`config.mk`:
```
export PLATFORM = sky130hd
export DESIGN_NAME = dss_switch_ctrl
export DESIGN_NICKNAME = d
export VERILOG_FILES = /design/src/dss_pkg.sv /design/src/dss_an_if.sv /design/src/dss_an_fsm.sv /design/src/dss_switch_ctrl.sv
export SDC_FILE = /design/constraint.sdc
export NUM_CORES = 1
export LEC_CHECK = 0
export ABC_AREA = 1
export BUFFER_PORTS_ARGS = -buffer_cell sky130_fd_sc_hd__buf_2
export CORE_AREA = 4 4 72 124
export CTS_CLUSTER_SIZE = 40
export DETAILED_ROUTE_END_ITERATION = 10
export DIE_AREA = 0 0 76 128
export PLACE_DENSITY = 0.73
export SETUP_SLACK_MARGIN = 0.4
export SLEW_MARGIN = 20
export SYNTH_ARGS = -nofsm -noshare
export SYNTH_HDL_FRONTEND = slang
export SYNTH_SLANG_ARGS = --single-unit
```
`constraint.sdc`:
```
create_clock -name clk_sys -period 2.1 [get_ports clk_sys]
set_clock_uncertainty 0.05 [all_clocks]
set_input_delay 0.315 -clock clk_sys [delete_from_list [all_inputs] [get_ports clk_sys]]
set_output_delay 0.315 -clock clk_sys [all_outputs]
set_load 0.05 [all_outputs]
```
`src/dss_pkg.sv`:
```
// Constants and types shared by the standard-switch control block
package dss_pkg;
   // ==========================================================
   // Management register indices; byte address is four times
   localparam int unsigned IDX_CTRL     = 0;
   localparam int unsigned IDX_STATUS   = 1;
   localparam int unsigned IDX_ADV      = 4;
   localparam int unsigned IDX_LP       = 5;
   localparam int unsigned IDX_LAST_STD = 16;
   localparam int unsigned IDX_SWITCH   = 17;
   localparam int unsigned IDX_COUNT    = 18;
   localparam int unsigned BYTES_PER_REG = 4;

   // ==========================================================
   // Field positions
   localparam int unsigned CTRL_SPEED_LSB = 13;
   localparam int unsigned CTRL_AN_EN     = 12;
   localparam int unsigned CTRL_RESTART   = 9;
   localparam int unsigned CTRL_DUPLEX    = 8;
   localparam int unsigned CTRL_SPEED_MSB = 6;
   localparam int unsigned STAT_EXT       = 8;
   localparam int unsigned STAT_AN_DONE   = 5;
   localparam int unsigned STAT_AN_ABLE   = 3;
   localparam int unsigned STAT_LINK      = 2;
   localparam int unsigned LP_SPEED_MSB   = 11;
   localparam int unsigned LP_SPEED_LSB   = 10;
   localparam int unsigned SW_STD         = 0;

   // ==========================================================
   // Reset values and fixed words
   localparam logic [15:0] ADV_RESET  = 16'h0020;
   localparam logic [15:0] SGMII_ADV  = 16'h0001;
   localparam logic        AN_EN_RESET = 1'b1;

   // ==========================================================
   // Link timer, in ns as printed, and cycles at 40 MHz
   localparam int unsigned CLK_PERIOD_NS   = 25;
   localparam int unsigned LT_BASEX_NS     = 10_000_000;
   localparam int unsigned LT_SGMII_NS     = 1_600_000;
   localparam int unsigned LT_BASEX_CYC    = LT_BASEX_NS / CLK_PERIOD_NS;
   localparam int unsigned LT_SGMII_CYC    = LT_SGMII_NS / CLK_PERIOD_NS;

   typedef enum logic {
      DSS_STD_BASEX = 1'b0,
      DSS_STD_SGMII = 1'b1
   } dss_std_t;

   typedef enum logic [1:0] {
      AN_IDLE = 2'b00,
      AN_RUN  = 2'b01,
      AN_DONE = 2'b11
   } dss_an_state_t;
endpackage

```
`src/dss_an_if.sv`:
```
// Signals between the register front end and the negotiation engine
`timescale 1ns/1ps
interface dss_an_if;
   import dss_pkg::*;
   logic     an_enable;
   logic     restart;
   dss_std_t std_sel;
   logic     lp_valid;
   logic     busy;
   logic     complete;
   dss_std_t an_std;

   modport ctrl (output an_enable, restart, std_sel, lp_valid,
                 input busy, complete, an_std);
   modport fsm  (input an_enable, restart, std_sel, lp_valid,
                 output busy, complete, an_std);
endinterface

```
`src/dss_an_fsm.sv`:
```
// Auto-negotiation sequencer with per-standard link timer
`timescale 1ns/1ps
module dss_an_fsm
   import dss_pkg::*;
#(
   parameter int unsigned LT_BASEX = LT_BASEX_CYC,
   parameter int unsigned LT_SGMII = LT_SGMII_CYC
) (
   input  wire logic clk_sys,  // System clock
   input  wire logic resetn,   // Synchronous reset, active low
   dss_an_if.fsm     an        // Control and status
);
   localparam int unsigned CNT_W =
      $clog2((LT_BASEX > LT_SGMII ? LT_BASEX : LT_SGMII) + 1);

   generate
      if (LT_BASEX < 2 || LT_SGMII < 2) begin : g_chk
         $error("link timer counts must be at least two cycles");
      end
   endgenerate

   dss_an_state_t    state_reg;
   dss_an_state_t    state_next;
   logic [CNT_W-1:0] cnt_reg;
   logic             lp_seen_reg;
   dss_std_t         std_reg;
   wire  [CNT_W-1:0] limit;
   wire              expired;
   wire              start;

   // ==========================================================
   // Timer length follows the standard latched at start
   assign limit   = (std_reg == DSS_STD_SGMII) ?
                    CNT_W'(LT_SGMII - 1) : CNT_W'(LT_BASEX - 1);
   assign expired = (cnt_reg == limit);
   assign start   = an.an_enable &&
                    (an.restart || state_reg == AN_IDLE);

   always_comb begin
      state_next = state_reg;
      case (state_reg)
         AN_IDLE: if (start) state_next = AN_RUN;
         AN_RUN: begin
            if (expired && (lp_seen_reg || an.lp_valid)) begin
               state_next = AN_DONE;
            end
         end
         AN_DONE: if (an.restart) state_next = AN_RUN;
         default: state_next = AN_IDLE;
      endcase
      if (!an.an_enable) begin
         state_next = AN_IDLE;
      end else if (an.restart) begin
         state_next = AN_RUN;
      end
   end

   always_ff @(posedge clk_sys) begin
      if (!resetn) begin
         state_reg   <= AN_IDLE;
         cnt_reg     <= '0;
         lp_seen_reg <= 1'b0;
         std_reg     <= DSS_STD_BASEX;
      end else begin
         state_reg <= state_next;
         if (start) begin
            std_reg     <= an.std_sel;
            cnt_reg     <= '0;
            lp_seen_reg <= 1'b0;
         end else if (state_reg == AN_RUN) begin
            cnt_reg     <= expired ? '0 : cnt_reg + 1'b1;
            lp_seen_reg <= lp_seen_reg | an.lp_valid;
         end
      end
   end

   assign an.busy     = (state_reg == AN_RUN);
   assign an.complete = (state_reg == AN_DONE);
   assign an.an_std   = std_reg;
endmodule

```
`src/dss_switch_ctrl.sv`:
```
// APB register front end for 1000BASE-X / SGMII standard switching
//
// Chosen here: the register offsets and the APB interface to the registers.
`timescale 1ns/1ps
module dss_switch_ctrl
   import dss_pkg::*;
#(
   parameter int unsigned ADDR_W   = 8,
   parameter int unsigned LT_BASEX = LT_BASEX_CYC,
   parameter int unsigned LT_SGMII = LT_SGMII_CYC
) (
   input  wire logic              clk_sys,        // System clock
   input  wire logic              resetn,         // Sync reset, low
   input  wire logic              std_strap,      // Reset standard
   input  wire logic              psel,           // APB select
   input  wire logic              penable,        // APB enable
   input  wire logic              pwrite,         // APB direction
   input  wire logic [ADDR_W-1:0] paddr,          // APB byte address
   input  wire logic [31:0]       pwdata,         // APB write data
   output logic      [31:0]       prdata,         // APB read data
   output logic                   pready,         // APB ready
   output logic                   pslverr,        // APB error
   input  wire logic              lp_valid,       // Partner word strobe
   input  wire logic [15:0]       lp_ability,     // Partner word
   output logic                   std_sgmii,      // Standard in force
   output logic                   an_std_sgmii,   // Standard of negotiation
   output logic                   an_complete,    // Negotiation done
   output logic                   mac_full_duplex // Duplex to MAC
);
   generate
      if (ADDR_W < 7 || ADDR_W > 16) begin : g_chk
         $error("ADDR_W must hold the switching register address");
      end
   endgenerate

   // ==========================================================
   // Address decoding helpers
   function automatic logic hit(input logic [ADDR_W-1:0] a,
                                input int unsigned idx);
      hit = (a == ADDR_W'(idx * BYTES_PER_REG));
   endfunction

   dss_an_if an ();

   logic        sw_reg;
   logic        an_en_reg;
   logic        restart_reg;
   logic [15:0] adv_reg;
   logic [15:0] lp_reg;
   logic [31:0] prdata_reg;
   logic        pready_reg;
   logic        pslverr_reg;
   logic        done_reg;
   logic        an_std_reg;
   logic        duplex_reg;

   wire         setup     = psel && !penable;
   wire         access_ok = psel && penable && pready_reg;
   wire         wr        = access_ok && pwrite;
   wire         aligned   = (paddr[1:0] == 2'b00);
   wire         mapped    = aligned &&
                            (paddr < ADDR_W'(IDX_COUNT * BYTES_PER_REG));
   wire         wr_ctrl   = wr && hit(paddr, IDX_CTRL);
   wire         wr_adv    = wr && hit(paddr, IDX_ADV);
   wire         wr_sw     = wr && hit(paddr, IDX_SWITCH);
   wire         en_next   = wr_ctrl ? pwdata[CTRL_AN_EN] : an_en_reg;
   wire         en_rise   = en_next && !an_en_reg;
   wire         restart_next = wr_ctrl &&
                               (pwdata[CTRL_RESTART] || en_rise);
   wire         sw_next   = wr_sw ? pwdata[SW_STD] : sw_reg;

   // ==========================================================
   // Standard-dependent register view
   wire         view_sgmii = (sw_reg == DSS_STD_SGMII);
   wire         spd_msb    = view_sgmii ? lp_reg[LP_SPEED_MSB] : 1'b1;
   wire         spd_lsb    = view_sgmii ? lp_reg[LP_SPEED_LSB] : 1'b0;
   wire  [15:0] ctrl_word;
   wire  [15:0] stat_word;
   wire  [15:0] adv_word;
   wire  [15:0] rd_word;

   assign ctrl_word = (16'(spd_lsb) << CTRL_SPEED_LSB)
                    | (16'(an_en_reg) << CTRL_AN_EN)
                    | (16'(1'b1) << CTRL_DUPLEX)
                    | (16'(spd_msb) << CTRL_SPEED_MSB);
   assign stat_word = (16'(1'b1) << STAT_EXT)
                    | (16'(done_reg) << STAT_AN_DONE)
                    | (16'(1'b1) << STAT_AN_ABLE)
                    | (16'(done_reg) << STAT_LINK);
   assign adv_word  = view_sgmii ? SGMII_ADV : adv_reg;
   assign rd_word   = hit(paddr, IDX_CTRL)   ? ctrl_word :
                      hit(paddr, IDX_STATUS) ? stat_word :
                      hit(paddr, IDX_ADV)    ? adv_word  :
                      hit(paddr, IDX_LP)     ? lp_reg    :
                      hit(paddr, IDX_SWITCH) ? 16'(sw_reg) :
                      16'h0000;

   // ==========================================================
   // APB slave: one wait-free access phase
   always_ff @(posedge clk_sys) begin
      if (!resetn) begin
         pready_reg  <= 1'b0;
         pslverr_reg <= 1'b0;
         prdata_reg  <= 32'h00000000;
      end else begin
         pready_reg  <= setup;
         pslverr_reg <= setup && !mapped;
         if (setup) begin
            prdata_reg <= (mapped && !pwrite) ? {16'h0000, rd_word}
                                              : 32'h00000000;
         end
      end
   end

   // ==========================================================
   // Control registers
   always_ff @(posedge clk_sys) begin
      if (!resetn) begin
         sw_reg      <= std_strap;
         an_en_reg   <= AN_EN_RESET;
         restart_reg <= 1'b0;
         adv_reg     <= ADV_RESET;
         lp_reg      <= 16'h0000;
      end else begin
         sw_reg      <= sw_next;
         an_en_reg   <= en_next;
         restart_reg <= restart_next;
         if (wr_adv) begin
            adv_reg <= pwdata[15:0];
         end
         if (lp_valid) begin
            lp_reg <= lp_ability;
         end
      end
   end

   // ==========================================================
   // Registered copies for the outputs
   always_ff @(posedge clk_sys) begin
      if (!resetn) begin
         done_reg   <= 1'b0;
         an_std_reg <= 1'b0;
         duplex_reg <= 1'b0;
      end else begin
         done_reg   <= an.complete;
         an_std_reg <= an.an_std;
         duplex_reg <= 1'b1;
      end
   end

   assign an.an_enable = an_en_reg;
   assign an.restart   = restart_reg;
   assign an.std_sel   = dss_std_t'(sw_reg);
   assign an.lp_valid  = lp_valid;

   dss_an_fsm #(
      .LT_BASEX (LT_BASEX),
      .LT_SGMII (LT_SGMII)
   ) u_an (
      .clk_sys (clk_sys),
      .resetn  (resetn),
      .an      (an)
   );

   assign prdata          = prdata_reg;
   assign pready          = pready_reg;
   assign pslverr         = pslverr_reg;
   assign std_sgmii       = sw_reg;
   assign an_std_sgmii    = an_std_reg;
   assign an_complete     = done_reg;
   assign mac_full_duplex = duplex_reg;

   // ==========================================================
   // Checks
   logic [31:0] run_len_reg;

   always_ff @(posedge clk_sys) begin
      if (!resetn) begin
         run_len_reg <= 32'h00000000;
      end else if (an.busy && !an.restart) begin
         run_len_reg <= run_len_reg + 32'h00000001;
      end else begin
         run_len_reg <= 32'h00000000;
      end
   end
endmodule

```
==> summary.md <==
| Metric | Value |
|---|---|
| Status | `completed` |
| Placed cell areas | `4080 µm²` |
| Post-Route WL | `9570 µm` |
| # DRC | `0` |
| # diodes | `0` |
| Worst Slack Setup Final | `0.465 ns` |
| Final #Nets | `666` |
| Critical Path RT | `2.28 ns` |
| Layout cells sized above 1 | `19.9%` |
| CP arrival | `1.81 ns` |
| WS Path Type | `flop to flop` |
| Starting density of the core | `47.1%` |
| Register-to-register setup slack | `0.47 ns` |
| Sequential area share after synthesis | `42.7%` |
| Crit path launch | `u_an.cnt_reg[0]` |
| Maximum root-to-sink buffer count | `2` |
| Clock tree sinks | `79` |
| Max-cap violations | `0` |
| Worst hold path type | `input port to flop` |
| CTS Buf Count | `9` |
| Final Setup Violations | `0` |
| #FFs+latches synth | `79` |
| Worst VDD drop | `0.823 mV` |
| Pins Over Slew Limit | `0` |
| Post-DRT Antenna Nets | `0` |
| Syn avg cell area | `7.06 µm²` |
| Tcrit/Tclk final | `77.8%` |
| Pre-CTS setup slack | `0.202 ns` |
| DRT iter0 DRCs | `202` |
| # fillers | `752` |
| Routed WL per cell | `13.7 µm` |
| Initial antenna violation count | `0` |
| I/O Buffers | `68` |
| Syn Inst Count | `528` |
| Area grow syn2layout | `19.2%` |
| Post-DP HPWL | `7180 µm` |
| Critical Path Fanout Max | `4` |
| Top-count cell post-synth | `nand2_1` |
| Cell Area, Synth | `3730 µm²` |
| YS warnings | `0` |
| Total power | `0.00333 W` |
| Post-CTS Hold Fix Bufs | `0` |
| CTS root buffer | `clkbuf_16` |
| Worst skew pair latency | `0.33 ns` |
| Post-layout min period | `1.63 ns` |
| Vias per Instance | `5.14` |
| Post-synth EDFFs | `1` |
| Total Die Area | `9730 µm²` |
| Critical Path Sink | `u_an.cnt_reg[18]` |
| Async set or reset register ratio after synthesis | `0%` |
| Largest net degree at the start of global routing | `41` |
| CTS tree | `yes` |
| Post-layout instance area | `4450 µm²` |
| CP endpoint kind | `flop` |
| Reg-to-Reg Start | `u_an.cnt_reg[0]` |
| Via Count | `3580` |
| Critical path launch point type | `flop` |
| FF-to-FF End | `u_an.cnt_reg[18]` |
| IO Pins | `101` |
| Yosys cell types | `36` |
| Unrepaired setup endpoints after global routing | `false` |
| Leakage | `2.06 nW` |
| TritonRoute pass-1 iters | `5` |
| Die height | `128 µm` |
| Fmax | `612 MHz` |
| Vias in the first global route | `3385` |
| Tot GR Track Use | `19.4%` |
| Global-route wire length before repair | `15100 µm` |
| Top_reg_cell synth | `dfxtp_1` |
| CTS clk-pin slew, worst paths | `0.06 ns` |
| Max H-tree Level | `3` |
| Top cells by area, synth | `dfxtp_1, nand2_1, nor2_1, o21ai_0, inv_1` |
| Pwr Density | `748 nW/µm²` |
| Die span in x | `76 µm` |
| Core ar. | `7910 µm²` |
| GP Congestion | `0.919` |
| Gr ovfl total | `0` |
| Synth cell count leaders | `nand2_1, nor2_1, dfxtp_1` |
| Largest register FFs | `19` |
| Final hold vios | `0` |
| Yosys top cell area share | `41.9%` |
| TNS Setup | `0 ns` |
| Cell Rows | `43` |
| R2R cell count | `8` |
| Leading area contributor after synthesis | `dfxtp_1` |
repair_timing:
action | in CTS | in global routing
setup endpoints to repair | 10 | 15
buffers inserted | 0 | 5
pin swaps | 0 | 2
gates resized for setup | 4 | 3
worst min-delay path by stage:
stage | slack [ns] | to | depth (start not counted) | start
finish | 0.16 | adv_reg[14] | 3 | pwdata[14]
global route | 0.16 | lp_reg[14] | 3 | lp_ability[14]
CTS | 0.15 | adv_reg[5] | 3 | pwdata[5]
detailed placement | 0.40 | adv_reg[0] | 2 | adv_reg[0]
global placement | 0.39 | u_an.lp_seen_reg | 2 | u_an.lp_seen_reg
floorplan | 0.29 | mac_full_duplex | 0 | resetn
final cells by class:
cell class                      count  area [µm²]  area share [%]
Clock inverter                      2        12.5           0.281
Clock buffer                       14         284            6.39
Inverter                           46         173            3.88
Timing Repair Buffer               78         415            9.34
Multi-Input combinational cell    388        1860            41.7
Tap cell                           90         113            2.53
Sequential cell                    79        1590            35.8
power breakdown:
| group | internal, W | switching, W | leakage [nW] |
|---|---|---|---|
| registers | 0.00153 | 0.0000265 | 0.644 |
| logic | 0.0000780 | 0.000198 | 1.27 |
| clock network | 0.000927 | 0.000562 | 0.145 |
| total | 0.00254 | 0.000786 | 2.06 |
through the flow:
stage               std cells  hold slack, ns  util [%]
floorplan                 543           0.293         -
global placement          676           0.391      51.6
detailed placement        676           0.400      51.6
CTS                       692           0.151      55.6
global route              697           0.156      56.2
finish                    697           0.156      56.2
metal layers:
layer  share of wire [%]  up-vias  wire length (µm)  GRT usage [%]
met3                 4.3       40               416           3.59
met1                  35     1644              3350           18.5
li1                    -     1784                 -              -
met4                 4.9        0               473           11.3
met2                  56      112              5330           37.6
met5                   0        -                 0              0
cells in the final DEF (no fill, tap or decap), types with 2 or more instances in the layout:
master	netlist	routed
nor2_1	100	98
nand3_2	2	3
nand3_1	27	26
xnor2_1	3	3
nand2_1	128	128
nor3_2	1	2
buf_2	1	68
o211ai_1	2	2
nor2_2	6	7
clkinv_1	2	2
a21oi_1	23	23
conb_1	1	16
nor2_4	7	8
o21ai_0	34	34
nand4_1	11	11
xor2_1	9	9
clkbuf_16	0	9
inv_2	2	2
inv_1	42	42
nor3_1	7	6
clkbuf_8	0	4
buf_4	17	10
dfxtp_1	78	77
worst max-delay path: stages (launching register included):
cell	delay, ns
dfxtp_2	0.38
ha_1	0.22
nand3_1	0.12
nor2_2	0.16
nand3_2	0.14
nor3_2	0.19
nand4_1	0.13
nand2_1	0.09
nor2_1	0.04
cell families after synthesis:
| kind of cell | count (synthesis) | share of synthesized area, % |
|---|---|---|
| fa+ha+maj | 1 | 0.336 |
| xor+xnor | 12 | 2.82 |
| simple gates | 295 | 35.2 |
| other cells | 1 | 0.101 |
| buf+inv | 76 | 9.80 |
| compound gates | 63 | 8.83 |
| mux | 1 | 0.268 |
| flops | 79 | 42.7 |
Power figures use the tool's default switching activity.
